==> config.mk <==
export PLATFORM = sky130hd
export DESIGN_NAME = dpc_host
export DESIGN_NICKNAME = d
export VERILOG_FILES = /design/src/hdl/dpc_pkg.sv /design/src/hdl/dpc_timer.sv /design/src/hdl/dpc_host.sv
export SDC_FILE = /design/constraint.sdc
export NUM_CORES = 1
export LEC_CHECK = 0
export BUFFER_PORTS_ARGS = -buffer_cell sky130_fd_sc_hd__buf_2
export CORE_AREA = 4 4 134 136
export CTS_BUF_LIST = sky130_fd_sc_hd__clkbuf_16
export DETAILED_ROUTE_END_ITERATION = 10
export DIE_AREA = 0 0 138 140
export MAX_ROUTING_LAYER = met4
export SLEW_MARGIN = 5
export SYNTH_ARGS = -nofsm -noshare
export SYNTH_HDL_FRONTEND = slang
export SYNTH_HIERARCHICAL = 1
export SYNTH_SLANG_ARGS = --single-unit
==> constraint.sdc <==
create_clock -name clk -period 3.2 [get_ports clk]
set_input_delay 0.32 -clock clk [delete_from_list [all_inputs] [get_ports clk]]
set_output_delay 0.32 -clock clk [all_outputs]
set_load 0.01 [all_outputs]
==> src/hdl/dpc_pkg.sv <==
/*
  package for the dual-port memory host controller: pin bundles, widths,
  timing counts and the access state codes.
  assumes a 200 MHz clock and that every pin of the memory is sampled
  synchronously to that clock.
*/
package dpc_pkg;
  localparam int ADDR_W = 11;           // 2k words
  localparam int DATA_W = 16;           // two byte lanes
  localparam int BYTE_W = 8;            // one lane
  localparam int CLK_PERIOD_PS = 5000;  // 200 MHz
  // master arbitration time that slave writes must wait out (ns)
  localparam int ARB_DELAY_NS = 45;
  localparam int ARB_DELAY_CYC = (ARB_DELAY_NS * 1000 + CLK_PERIOD_PS - 1) / CLK_PERIOD_PS;
  // write hold after the contention flag rises (ns)
  localparam int WRITE_HOLD_AFTER_FLAG_NS = 30;
  localparam int WRITE_HOLD_AFTER_FLAG_CYC =
    (WRITE_HOLD_AFTER_FLAG_NS * 1000 + CLK_PERIOD_PS - 1) / CLK_PERIOD_PS;
  // write pulse width and read access time (ns)
  localparam int WRITE_PULSE_NS = 50;
  localparam int WRITE_PULSE_CYC = (WRITE_PULSE_NS * 1000 + CLK_PERIOD_PS - 1) / CLK_PERIOD_PS;
  localparam int READ_ACCESS_NS = 90;
  localparam int READ_ACCESS_CYC = (READ_ACCESS_NS * 1000 + CLK_PERIOD_PS - 1) / CLK_PERIOD_PS;
  localparam int CNT_W = 6;
  localparam logic [1:0] BYTE_ALL = 2'h3;

  // pins driven towards one memory port; controls active low
  typedef struct packed {
    logic select_n;
    logic out_enable_n;
    logic lower_byte_write_n;
    logic upper_byte_write_n;
    logic [ADDR_W-1:0] addr;
    logic [DATA_W-1:0] data_out;
    logic [1:0] data_oe;               // per lane, high while we drive
  } dpc_port_pins_t;

  // user request
  typedef struct packed {
    logic write;
    logic [1:0] byte_en;               // bit0 lower, bit1 upper
    logic [ADDR_W-1:0] addr;
    logic [DATA_W-1:0] wdata;
  } dpc_req_t;

  typedef enum logic [4:0] {
    ST_IDLE  = 5'h01,
    ST_SETUP = 5'h02,
    ST_PULSE = 5'h04,
    ST_HOLD  = 5'h08,
    ST_DONE  = 5'h10
  } dpc_state_t;
endpackage

==> src/hdl/dpc_timer.sv <==
/*
  down counter used to time the phases of one memory access.
  assumes load and count are never asked in the same cycle for different
  purposes; load wins.
*/
`timescale 1ns/1ps
`default_nettype none
module dpc_timer (
  input wire logic clk,
  input wire logic rst,
  input wire logic ce,
  input wire logic load,
  input wire logic [dpc_pkg::CNT_W-1:0] load_value,
  output logic expired
);
  import dpc_pkg::*;
  logic [CNT_W-1:0] count; // remaining cycles

  // count down to zero, freeze when clock enable is low
  always_ff @(posedge clk or posedge rst) begin
    if (rst) begin
      count <= '0;
    end else if (ce) begin
      if (load) begin
        count <= load_value;
      end else if (count != '0) begin
        count <= count - 1'b1;
      end
    end
  end

  // expired looks at the count alone: the caller decides its load from
  // expired, so gating it with load would close a combinational loop
  assign expired = (count == '0);
endmodule // dpc_timer
`default_nettype wire

==> src/hdl/dpc_host.sv <==
/*
  host controller for one port of a two-port 16-bit static memory,
  master or slave variant. it runs one read or write per request and
  watches the port's active-low contention flag.
  assumes the flag pin is pulled up outside and sampled synchronously.
*/
// How it works
// (RULE1) memory reads and writes port-independently
// (RULE2) high select floats lanes, standby
// (RULE3) both write controls low store word
// (RULE4) lower write only: upper lane output
// (RULE5) upper write only: lower lane output
// (RULE6) read drives both lanes with output enable
// (RULE7) output enable high keeps lanes floating
// (RULE8) master flags only same-address both-selected
// (RULE9) later port gets the contention flag
// (RULE10) never both flags low together
// (RULE11) master discards writes on flagged port
// (RULE12) slave flag pin inhibits writes only
// (RULE13) hold slave flag inputs high normally
// (RULE14) contention flags open-drain, pulled up outside
// (RULE15) single master arbitrates a wide array
// (RULE16) delay slave write by arbitration time
// (RULE17) hold write strobe after flag rises
// (RULE18) flagged reads invalid; stall until released
// (RULE19) write only while select and strobe low
// (RULE20) port resumes by itself after release
`timescale 1ns/1ps
`default_nettype none
module dpc_host (
  input wire logic clk,
  input wire logic rst,
  input wire logic ce,
  input wire logic req_valid,
  input wire dpc_pkg::dpc_req_t req,
  input wire logic write_inhibit,
  output logic req_ready,
  output logic rsp_valid,
  output logic [dpc_pkg::DATA_W-1:0] rsp_rdata,
  output logic contention_seen,
  output dpc_pkg::dpc_port_pins_t pins,
  output logic flag_out,
  output logic flag_oe,
  input wire logic contention_flag_n,
  input wire logic [dpc_pkg::DATA_W-1:0] data_in
);
  import dpc_pkg::*;

  dpc_state_t state;           // access phase
  dpc_req_t cur;               // latched request
  logic timer_load;            // restart phase timer
  logic [CNT_W-1:0] timer_value;
  logic timer_done;
  logic saw_flag;              // flag was low in the strobe phase of this access

  // low when a lane is being written by this access
  function automatic logic lane_write_n(input logic wr, input logic en);
    lane_write_n = !(wr && en);
  endfunction

  dpc_timer u_timer (
    .clk(clk),
    .rst(rst),
    .ce(ce),
    .load(timer_load),
    .load_value(timer_value),
    .expired(timer_done)
  );

  // phase timer load: setup covers the master's arbitration time so a
  // slave inhibit has settled before the strobe falls
  always_comb begin
    timer_load = 1'b0;
    timer_value = '0;
    case (state)
      ST_IDLE: begin
        if (req_valid) begin
          timer_load = 1'b1;
          timer_value = CNT_W'(ARB_DELAY_CYC); // RULE16
        end
      end
      ST_SETUP: begin
        if (timer_done) begin
          timer_load = 1'b1;
          timer_value = cur.write ? CNT_W'(WRITE_PULSE_CYC) : CNT_W'(READ_ACCESS_CYC);
        end
      end
      ST_PULSE: begin
        // a low flag stalls the phase; rising flag starts the hold
        if (!contention_flag_n) begin
          timer_load = 1'b1;
          timer_value = CNT_W'(WRITE_HOLD_AFTER_FLAG_CYC); // RULE17
        end
      end
      default: begin
        timer_load = 1'b0;
      end
    endcase
  end

  // access sequencer
  always_ff @(posedge clk or posedge rst) begin
    if (rst) begin
      state <= ST_IDLE;
      cur <= '0;
    end else if (ce) begin
      case (state)
        ST_IDLE: begin
          if (req_valid) begin
            cur <= req;
            state <= ST_SETUP;
          end
        end
        ST_SETUP: begin
          if (timer_done) begin
            state <= ST_PULSE;
          end
        end
        ST_PULSE: begin
          // stay while flag low; finish once the loaded time elapses high (the hold time if the flag was low)
          if (contention_flag_n && timer_done) begin // RULE18
            state <= ST_DONE;
          end
        end
        ST_DONE: begin
          state <= ST_IDLE;
        end
        default: begin
          state <= ST_IDLE;
        end
      endcase
    end
  end

  // contention record for the current access
  always_ff @(posedge clk or posedge rst) begin
    if (rst) begin
      saw_flag <= 1'b0;
    end else if (ce) begin
      if (state == ST_IDLE) begin
        saw_flag <= 1'b0;
      end else if (state == ST_PULSE && !contention_flag_n) begin
        saw_flag <= 1'b1; // RULE18
      end
    end
  end

  // memory pins; select falls first, the strobes fall after the setup for the write pulse
  always_ff @(posedge clk or posedge rst) begin
    if (rst) begin
      pins <= '{select_n: 1'b1, out_enable_n: 1'b1, lower_byte_write_n: 1'b1,
                upper_byte_write_n: 1'b1, addr: '0, data_out: '0, data_oe: 2'h0}; // RULE2
    end else if (ce) begin
      if ((state == ST_IDLE && req_valid) || state == ST_SETUP) begin
        // address and select settle first, strobes stay high
        pins.addr <= (state == ST_IDLE) ? req.addr : cur.addr;
        pins.select_n <= 1'b0;
        pins.lower_byte_write_n <= 1'b1;
        pins.upper_byte_write_n <= 1'b1;
        pins.out_enable_n <= 1'b1; // RULE7
        pins.data_oe <= 2'h0;
        if (state == ST_SETUP && timer_done) begin
          // enter the strobe phase on the next edge
          pins.lower_byte_write_n <= lane_write_n(cur.write, cur.byte_en[0]); // RULE19
          pins.upper_byte_write_n <= lane_write_n(cur.write, cur.byte_en[1]); // RULE19
          // unwritten lanes are read back for a read or a partial write, not a full write
          pins.out_enable_n <= cur.write && (cur.byte_en == BYTE_ALL); // RULE3
          pins.data_out <= cur.wdata;
          pins.data_oe <= cur.write ? cur.byte_en : 2'h0; // RULE4 RULE5
        end
      end else if (state == ST_PULSE && contention_flag_n && timer_done) begin
        // end of access: strobes rise, lanes released, port deselected
        pins.lower_byte_write_n <= 1'b1;
        pins.upper_byte_write_n <= 1'b1;
        pins.out_enable_n <= 1'b1;
        pins.data_oe <= 2'h0;
        pins.select_n <= 1'b1; // RULE2
      end
    end
  end

  // wide-array slave: forward the master's flag, never arbitrate here
  always_ff @(posedge clk or posedge rst) begin
    if (rst) begin
      flag_oe <= 1'b0;
      flag_out <= 1'b0;
    end else if (ce) begin
      flag_out <= 1'b0; // RULE14
      flag_oe <= write_inhibit; // RULE13 RULE12 RULE15
    end
  end

  // user side answers
  always_ff @(posedge clk or posedge rst) begin
    if (rst) begin
      req_ready <= 1'b1;
      rsp_valid <= 1'b0;
      rsp_rdata <= '0;
      contention_seen <= 1'b0;
    end else if (ce) begin
      rsp_valid <= 1'b0;
      if (state == ST_IDLE && req_valid) begin
        req_ready <= 1'b0;
      end
      if (state == ST_PULSE && contention_flag_n && timer_done) begin
        // sample read lanes as the access ends, after the flag released
        rsp_rdata <= data_in; // RULE6 RULE20
        rsp_valid <= 1'b1;
        contention_seen <= saw_flag;
      end
      if (state == ST_DONE) begin
        req_ready <= 1'b1;
      end
    end
  end
endmodule // dpc_host
`default_nettype wire

==> flow_summary.json, run 1 <==
{
  "grt_max_degree": 71,
  "postRouteWirelength_um": 9376,
  "num_rows": 48,
  "final_antenna_net_count": 0,
  "ys_seq_elements": 94,
  "fmax_mhz": 378.6,
  "status": "complete, no violations",
  "finalPower_mw": 3.824,
  "final_core_util_pct": 30.36,
  "finalSetupViolations": 0,
  "htree_levels": 3,
  "register_area_um2": 2360,
  "grt_overflow": 0,
  "drc": 0,
  "stdcell_count": 650,
  "nets": 474,
  "io_pins": 106,
  "synthCells": 316,
  "tritoncts": "done",
  "whs_ps": 206.7,
  "start_kind": "flop",
  "peakVddDrop_mv": 0.3125,
  "worstMarginPinSlew_ps": 880.8,
  "cts_buffers": 9,
  "final_common_cell": "buf_2",
  "root_buffer": "clkbuf_16",
  "cp_data_required_time_ps": 3430,
  "dp.final_hpwl_um": 6643,
  "finalMaxSlewViolations": 0,
  "critPathArrivalTime_ps": 2870,
  "vias": 2802,
  "p_leak_nw": 2.591,
  "antenna_found_initial": 0,
  "viasPerCell": 4.311,
  "areaGrowthSynthToFinish_pct": 24.63,
  "yosysWarnings": 6,
  "fin_crit_ps": 2641,
  "worstSkewPairLatency_ps": 340,
  "cts_sinks": 94,
  "drive_gt1_share_pct": 47.76,
  "clockBufferDepth": 2,
  "hold_path.class": "in2reg",
  "gp_congestion": 0.7932,
  "core_area_um2": 16940,
  "initial_utilization_pct": 24.36,
  "synthesis.area_um2": 4125,
  "placed_cell_area_um2": 4863,
  "grt_pass1_vias": 3059,
  "dp_slack_ps": 569.5,
  "drt_iter0_drc": 147,
  "die_area_um2": 19320,
  "path_max_fanout": 12,
  "p_per_area_nw_per_um2": 743.7,
  "syn_area_per_cell_um2": 13.05,
  "dr.pass1.iters": 4,
  "die_w_um": 138,
  "rsz0062_at_grt": "no",
  "critPathKind": "reg2reg",
  "fin_setup_tns_ps": 0,
  "timing.final.crit_share_pct": 82.54,
  "most-common-layout-cells": "104 x buf_2, 88 x dfrtp_1, 50 x mux2_2",
  "die_y_um": 140,
  "fin_ws_ps": 558.8,
  "r2r.worst_path.cells": 6,
  "grt_pass1_wl_um": 15670,
  "hold_viol": 0,
  "cap_violations": 0,
  "path_clk_slew_ps": 70,
  "n_antenna_cell": 0,
  "synth_edf_count": 0,
  "multi_input_area_um2": 1602,
  "post_drt_wl_per_cell_um": 14.42,
  "async_flop_share_pct": 100.0,
  "fill_cells": 1740,
  "grt_util_all_layers_pct": 10.29,
  "min_path_cells": 2,
  "seq_area_frac_synth_pct": 57.20,
  "synth_flop_cell": "dfrtp_1",
  "final_cell_area_um2": 5141,
  "finalClockSkew_ps": 5.813,
  "relSlewSlack_pct": 41.28,
  "critPathCaptureType": "flop",
  "ys_types": 48,
  "port_buffers": 104,
  "dpl.cell_count": 633
}
## flip-flops by register name (all words and copies together), names as in the netlist, 4 cells and up
register,count
pins,33
cur,30
state,4
rsp_rdata,16
u_timer/count,6
## area by class of cell
class	count	share of cell area, %
Sequential cell	94	45.90
Multi-Input combinational cell	193	31.15
Timing Repair Buffer	111	11.44
Tap cell	225	5.476
Clock buffer	9	4.381
Clock inverter	7	0.8275
Inverter	11	0.8275
## cells in the mapped netlist, types with 2 or more instances
cell       number  share of area, %
dfstp_2         6               3.8
o21ai_0        19               2.3
nor2b_1         5              0.76
nand2_1        22               2.0
nand4_1         3              0.46
clkbuf_1        5              0.46
a32o_1          2              0.49
ha_1            2              0.61
dfrtp_1        88                53
nor3_1          5              0.61
o31ai_1         2              0.36
nand2b_1        3              0.46
mux2_4         15               5.5
a221oi_1        2              0.42
o21a_1          2              0.36
a211o_1         2              0.42
buf_2           8              0.97
a21oi_1         6              0.73
a2bb2oi_1       2              0.42
mux2i_1        11               2.7
nand3_1         4              0.49
buf_6           4               1.1
mux2_2         50                14
nor2_1         10              0.91
inv_1          11               1.0
nand3b_1        5              0.91
## worst paths after layout
path | startpoint | slack, ps | end
setup / recovery | u_timer/count[2] | 560 | rsp_rdata[9]
hold / removal | req[1] | 210 | cur[1]
setup reg to reg | u_timer/count[2] | 560 | rsp_rdata[9]
hold reg to reg | pins[32] | 460 | pins[32]
max in group asynchronous | rst | 1990 | pins[2]
min in group asynchronous | rst | 470 | u_timer/count[0]
## critical path: stages (launching register included)
cell      delay [ps]
dfrtp_1          450
or3_4            430
nor2_1           310
nand3b_1         100
or3_1            610
buf_4            310
mux2_4           310
## metal layers
layer / vias to the layer above / routed length (um) / GRT usage, %
met5: - / 0 / -
met4: 0 / 126 / 3.224
met3: 10 / 508 / 3.380
met2: 86 / 4712 / 16.62
met1: 1386 / 4028 / 12.28
li1: 1320 / - / -
## where the power goes
group	total, mW	leakage, nW	switching [mW]	internal, mW
registers	1.77	1.20	0.224	1.54
clock network	0.979	0.128	0.458	0.521
logic	1.08	1.27	0.530	0.548
total	3.82	2.59	1.21	2.61
## timing repair
| item | in CTS | in global routing |
|---|---|---|
| resized for setup | 0 | 0 |
| endpoints found under the hold margin | 21 | 0 |
| setup buffers | 0 | 0 |
| hold buffers | 1 | 0 |
## kinds of logic (layout without fill, tap and decap cells)
kind of cell               after synthesis  count (layout)  share of synthesized area, %
DFF                                     94              94                         57.20
and+or+nand+nor                         66              66                         8.463
other                                    1               2                       0.09090
buffers and inverters                   30             138                         4.064
AOI/OAI and AO/OA                       46              46                         7.583
xor gates and xnor gates                 1               1                        0.2124
adders and majority gates                2               2                        0.6065
muxes                                   76              76                         21.78
(Power assumes the default switching activity.)
==> run 2: changes to the inputs <==
clock period = 2.14 ns   (was 3.2 ns; I/O delays follow)
==> flow_summary.json, run 2 (same netlist as run 1, synthesis figures left out) <==
{
  "path_max_fanout": 8,
  "fill_cells": 1744,
  "cap_violations": 0,
  "worstSkewPairLatency_ps": 350,
  "timing.final.crit_share_pct": 94.24,
  "critPathCaptureType": "flop",
  "areaGrowthSynthToFinish_pct": 29.82,
  "core_area_um2": 16940,
  "finalSetupViolations": 0,
  "grt_util_all_layers_pct": 10.44,
  "final_antenna_net_count": 0,
  "final_cell_area_um2": 5355,
  "fmax_mhz": 495.9,
  "grt_overflow": 0,
  "drc": 0,
  "hold_path.class": "in2reg",
  "die_area_um2": 19320,
  "p_leak_nw": 2.701,
  "htree_levels": 3,
  "dpl.cell_count": 642,
  "stdcell_count": 664,
  "drive_gt1_share_pct": 50.80,
  "peakVddDrop_mv": 0.5045,
  "die_w_um": 138,
  "die_y_um": 140,
  "drt_iter0_drc": 125,
  "postRouteWirelength_um": 9475,
  "root_buffer": "clkbuf_16",
  "viasPerCell": 4.267,
  "placed_cell_area_um2": 4952,
  "hold_viol": 0,
  "final_common_cell": "buf_2",
  "finalClockSkew_ps": 7.237,
  "vias": 2833,
  "whs_ps": 98.57,
  "dr.pass1.iters": 4,
  "port_buffers": 104,
  "grt_max_degree": 89,
  "dp.final_hpwl_um": 6742,
  "top_regs": "pins: 33 flops, cur: 30 flops, rsp_rdata: 16 flops",
  "io_pins": 106,
  "start_kind": "flop",
  "grt_pass1_wl_um": 15750,
  "register_area_um2": 2360,
  "finalMaxSlewViolations": 0,
  "multi_input_area_um2": 1659,
  "initial_utilization_pct": 24.36,
  "fin_crit_ps": 2017,
  "antenna_found_initial": 2,
  "grt_pass1_vias": 3110,
  "top_register": "pins",
  "fin_ws_ps": 123.3,
  "p_per_area_nw_per_um2": 1137,
  "gp_congestion": 0.7914,
  "cp_data_required_time_ps": 2370,
  "r2r_slack_ps": 120,
  "path_clk_slew_ps": 60,
  "cts_buffers": 9,
  "status": "complete, no violations",
  "cts_sinks": 94,
  "tritoncts": "done",
  "final_core_util_pct": 31.62,
  "critPathKind": "reg2reg",
  "largest_register_ff_count": 33,
  "most-common-layout-cells": "104 x buf_2, 88 x dfrtp_1, 50 x mux2_2",
  "clockBufferDepth": 2,
  "dp_slack_ps": -26.58,
  "post_drt_wl_per_cell_um": 14.27,
  "nets": 486,
  "num_rows": 48,
  "critPathArrivalTime_ps": 2240
}
==> run 2: stage by stage <==
step,power (mW),TNS [ps]
final,6.091,0
after global routing,6.518,-1.953
after CTS,6.126,0
after detailed placement,4.401,-328.3
after global placement,4.309,0
after floorplan,3.827,0
==> run 2: report_power, final <==
group / switching (mW) / leakage (nW) / internal [mW]
combinational: 0.877 / 1.34 / 0.948
clock: 0.656 / 0.163 / 1.01
sequential: 0.293 / 1.20 / 2.31
total: 1.83 / 2.70 / 4.26
==> run 2: routing by layer <==
layer | up-vias | GRT usage [%] | part of all wire, %
met5 | - | - | 0
met4 | 0 | 3.588 | 1.7
met1 | 1388 | 11.95 | 42
li1 | 1352 | - | -
met3 | 14 | 3.721 | 6.0
met2 | 79 | 17.09 | 50
==> run 2: layout make-up <==
class,instances,share of cell area (%)
well taps,225,5.257
flip-flops and latches,94,44.07
diodes,2,0.09346
clock inverters,7,1.589
repair buffers,123,12.97
multi-input cells,193,30.98
clock buffers,9,4.206
inverters,11,0.8411
==> run 2: what timing repair did <==
item	4_1_cts	5_1_grt
hold buffers	1	0
gates resized for setup	1	10
setup endpoints to repair	16	36
buffers inserted	0	3
hold endpoints to repair	6	0
pin swaps	0	1
==> run 2: worst paths after layout <==
kind,to,cells past startpoint,from
worst min register to register,pins[32],2,pins[32]
min in group asynchronous,u_timer/count[5],3,rst
worst min-delay path,cur[11],2,req[11]
worst max register to register,rsp_rdata[3],6,u_timer/count[2]
max in group asynchronous,req_ready,4,rst
worst max-delay path,rsp_rdata[3],6,u_timer/count[2]
==> run 2: critical path: stages (launching register included) <==
cell      delay (ps)
dfrtp_1          380
or3_4            420
nor2_2           140
nand3b_1          90
or3_4            380
buf_4            200
mux2_4           300
==> run 3: changes to the inputs <==
CELL_PAD_IN_SITES_DETAIL_PLACEMENT = 0   (was default)
CELL_PAD_IN_SITES_GLOBAL_PLACEMENT = 2   (was default)
PLACE_DENSITY_LB_ADDON = 0.1   (was default)
==> flow_summary.json, run 3 (same netlist as run 1, synthesis figures left out) <==
{
  "status": "complete, no violations",
  "grt_overflow": 0,
  "clockBufferDepth": 2,
  "hold_viol": 0,
  "viasPerCell": 4.214,
  "die_area_um2": 19320,
  "core_area_um2": 16940,
  "nets": 485,
  "tritoncts": "done",
  "worstSkewPairLatency_ps": 340,
  "grt_pass1_vias": 3048,
  "slowest_delay_ps": 420,
  "critPathKind": "reg2reg",
  "hold_path.class": "in2reg",
  "crit_slowest_cell": "or3_4",
  "dr.pass1.iters": 4,
  "worstHoldStart": "data_in[14]",
  "finalSetupViolations": 0,
  "top_regs": "pins: 33 flops, cur: 30 flops, rsp_rdata: 16 flops",
  "finalClockSkew_ps": 6.169,
  "vias": 2794,
  "r2r_slack_ps": 100,
  "drive_gt1_share_pct": 50.46,
  "areaGrowthSynthToFinish_pct": 29.36,
  "root_buffer": "clkbuf_16",
  "timing.final.crit_share_pct": 95.36,
  "dp.final_hpwl_um": 7154,
  "worstMarginPinSlew_ps": 501.2,
  "path_max_fanout": 18,
  "peakVddDrop_mv": 0.3800,
  "hold_end": "rsp_rdata[14]",
  "htree_levels": 3,
  "finalMaxSlewViolations": 0,
  "r2r.worst_path.cells": 6,
  "final_cell_area_um2": 5336,
  "drt_iter0_drc": 99,
  "grt_util_all_layers_pct": 11.06,
  "top_register": "pins",
  "fmax_mhz": 490.0,
  "port_buffers": 104,
  "die_y_um": 140,
  "cp_data_required_time_ps": 2370,
  "antenna_found_initial": 1,
  "initial_utilization_pct": 24.36,
  "p_leak_nw": 2.690,
  "rsz0062_at_grt": "no",
  "critPathCaptureType": "flop",
  "io_pins": 106,
  "cap_violations": 0,
  "critPathArrivalTime_ps": 2270,
  "stdcell_count": 663,
  "cts_buffers": 9,
  "grt_max_degree": 73,
  "dpl.cell_count": 644,
  "placed_cell_area_um2": 5005,
  "timing.rr.end": "rsp_rdata[9]",
  "path_buf_inv": 1,
  "cpMostUsedCell": "or3_4",
  "fin_crit_ps": 2041,
  "fin_setup_tns_ps": 0,
  "min_path_cells": 2,
  "postRouteWirelength_um": 10020,
  "die_w_um": 138,
  "most-common-layout-cells": "104 x buf_2, 88 x dfrtp_1, 50 x mux2_2",
  "largest_register_ff_count": 33,
  "multi_input_area_um2": 1625,
  "final_antenna_net_count": 0,
  "num_rows": 48,
  "cts_setup_buffers": 0,
  "cp_cell_sequence": "or3_4, nor2_4, nand3b_1, or3_4, buf_12, mux2_4",
  "p_per_area_nw_per_um2": 1132,
  "path_clk_slew_ps": 70,
  "post_drt_wl_per_cell_um": 15.12,
  "rr_startpoint": "u_timer/count[2]",
  "fill_cells": 1764,
  "start_kind": "flop",
  "relSlewSlack_pct": 66.33,
  "grt_pass1_wl_um": 16530,
  "gp_congestion": 0.7514,
  "register_area_um2": 2360,
  "cp_top_family": "simple AND/OR/NAND/NOR gates",
  "drc": 0,
  "final_common_cell": "buf_2",
  "cts_sinks": 94
}
run 3: cell types whose count changed in the layout (fill, tap and decap cells not counted), sizes merged:
cell | previous run | this run
clkbuf | 10 | 9
inv | 13 | 11
clkinv | 2 | 5
bufinv | 2 | 1
run 3: per-layer routing:
| layer | vias up | track usage (%) | routed length [um] |
|---|---|---|---|
| met4 | 0 | 3.588 | 110 |
| li1 | 1349 | - | - |
| met5 | - | - | 0 |
| met3 | 7 | 3.175 | 408 |
| met2 | 60 | 16.73 | 4689 |
| met1 | 1378 | 14.37 | 4814 |
run 3: worst max-delay path by stage:
stage	from	cells past startpoint	end
finish	u_timer/count[2]	6	rsp_rdata[9]
global route	u_timer/count[0]	8	rsp_rdata[2]
CTS	u_timer/count[2]	7	pins[1]
detailed placement	u_timer/count[2]	6	rsp_rdata[2]
global placement	u_timer/count[2]	6	rsp_rdata[11]
floorplan	u_timer/count[2]	7	rsp_rdata[10]
run 3: final cells by class:
class	instances	share of cell area (%)
Inverter	11	0.8441
Timing Repair Buffer	122	13.51
Multi-Input combinational cell	193	30.46
Tap cell	225	5.275
Clock buffer	9	4.220
Sequential cell	94	44.22
Antenna cell	2	0.09379
Clock inverter	7	1.383
run 3: worst reg2reg max path, delay by kind of cell (launching register included):
| kind | cells | cell delay [ps] |
|---|---|---|
| AND/OR/NAND/NOR | 4 | 1080 |
| buffers and inverters | 1 | 170 |
| multiplexers | 1 | 320 |
| flip-flops | 1 | 380 |
run 3: power by group:
group | internal [mW] | total [mW] | switching [mW]
Clock | 0.913 | 1.64 | 0.728
Sequential | 2.30 | 2.61 | 0.308
Combinational | 0.924 | 1.78 | 0.860
Total | 4.14 | 6.04 | 1.90
run 3: repair_timing:
item                                    4_1_cts  5_1_grt
endpoints found under the setup margin        0       23
hold buffers                                  1        0
hold endpoints to repair                     22        0
gates resized for setup                       0        3
run 3: through the flow:
stage,worst slack (ps),util [%],hold WS [ps],power (mW)
floorplan,50.86,-,4.959,3.827
global placement,25.72,29.55,196.2,4.435
detailed placement,25.29,29.55,195.8,4.458
CTS,7.256,31.38,79.78,6.147
global route,11.90,31.49,80.48,6.480
finish,99.31,31.51,97.21,6.039
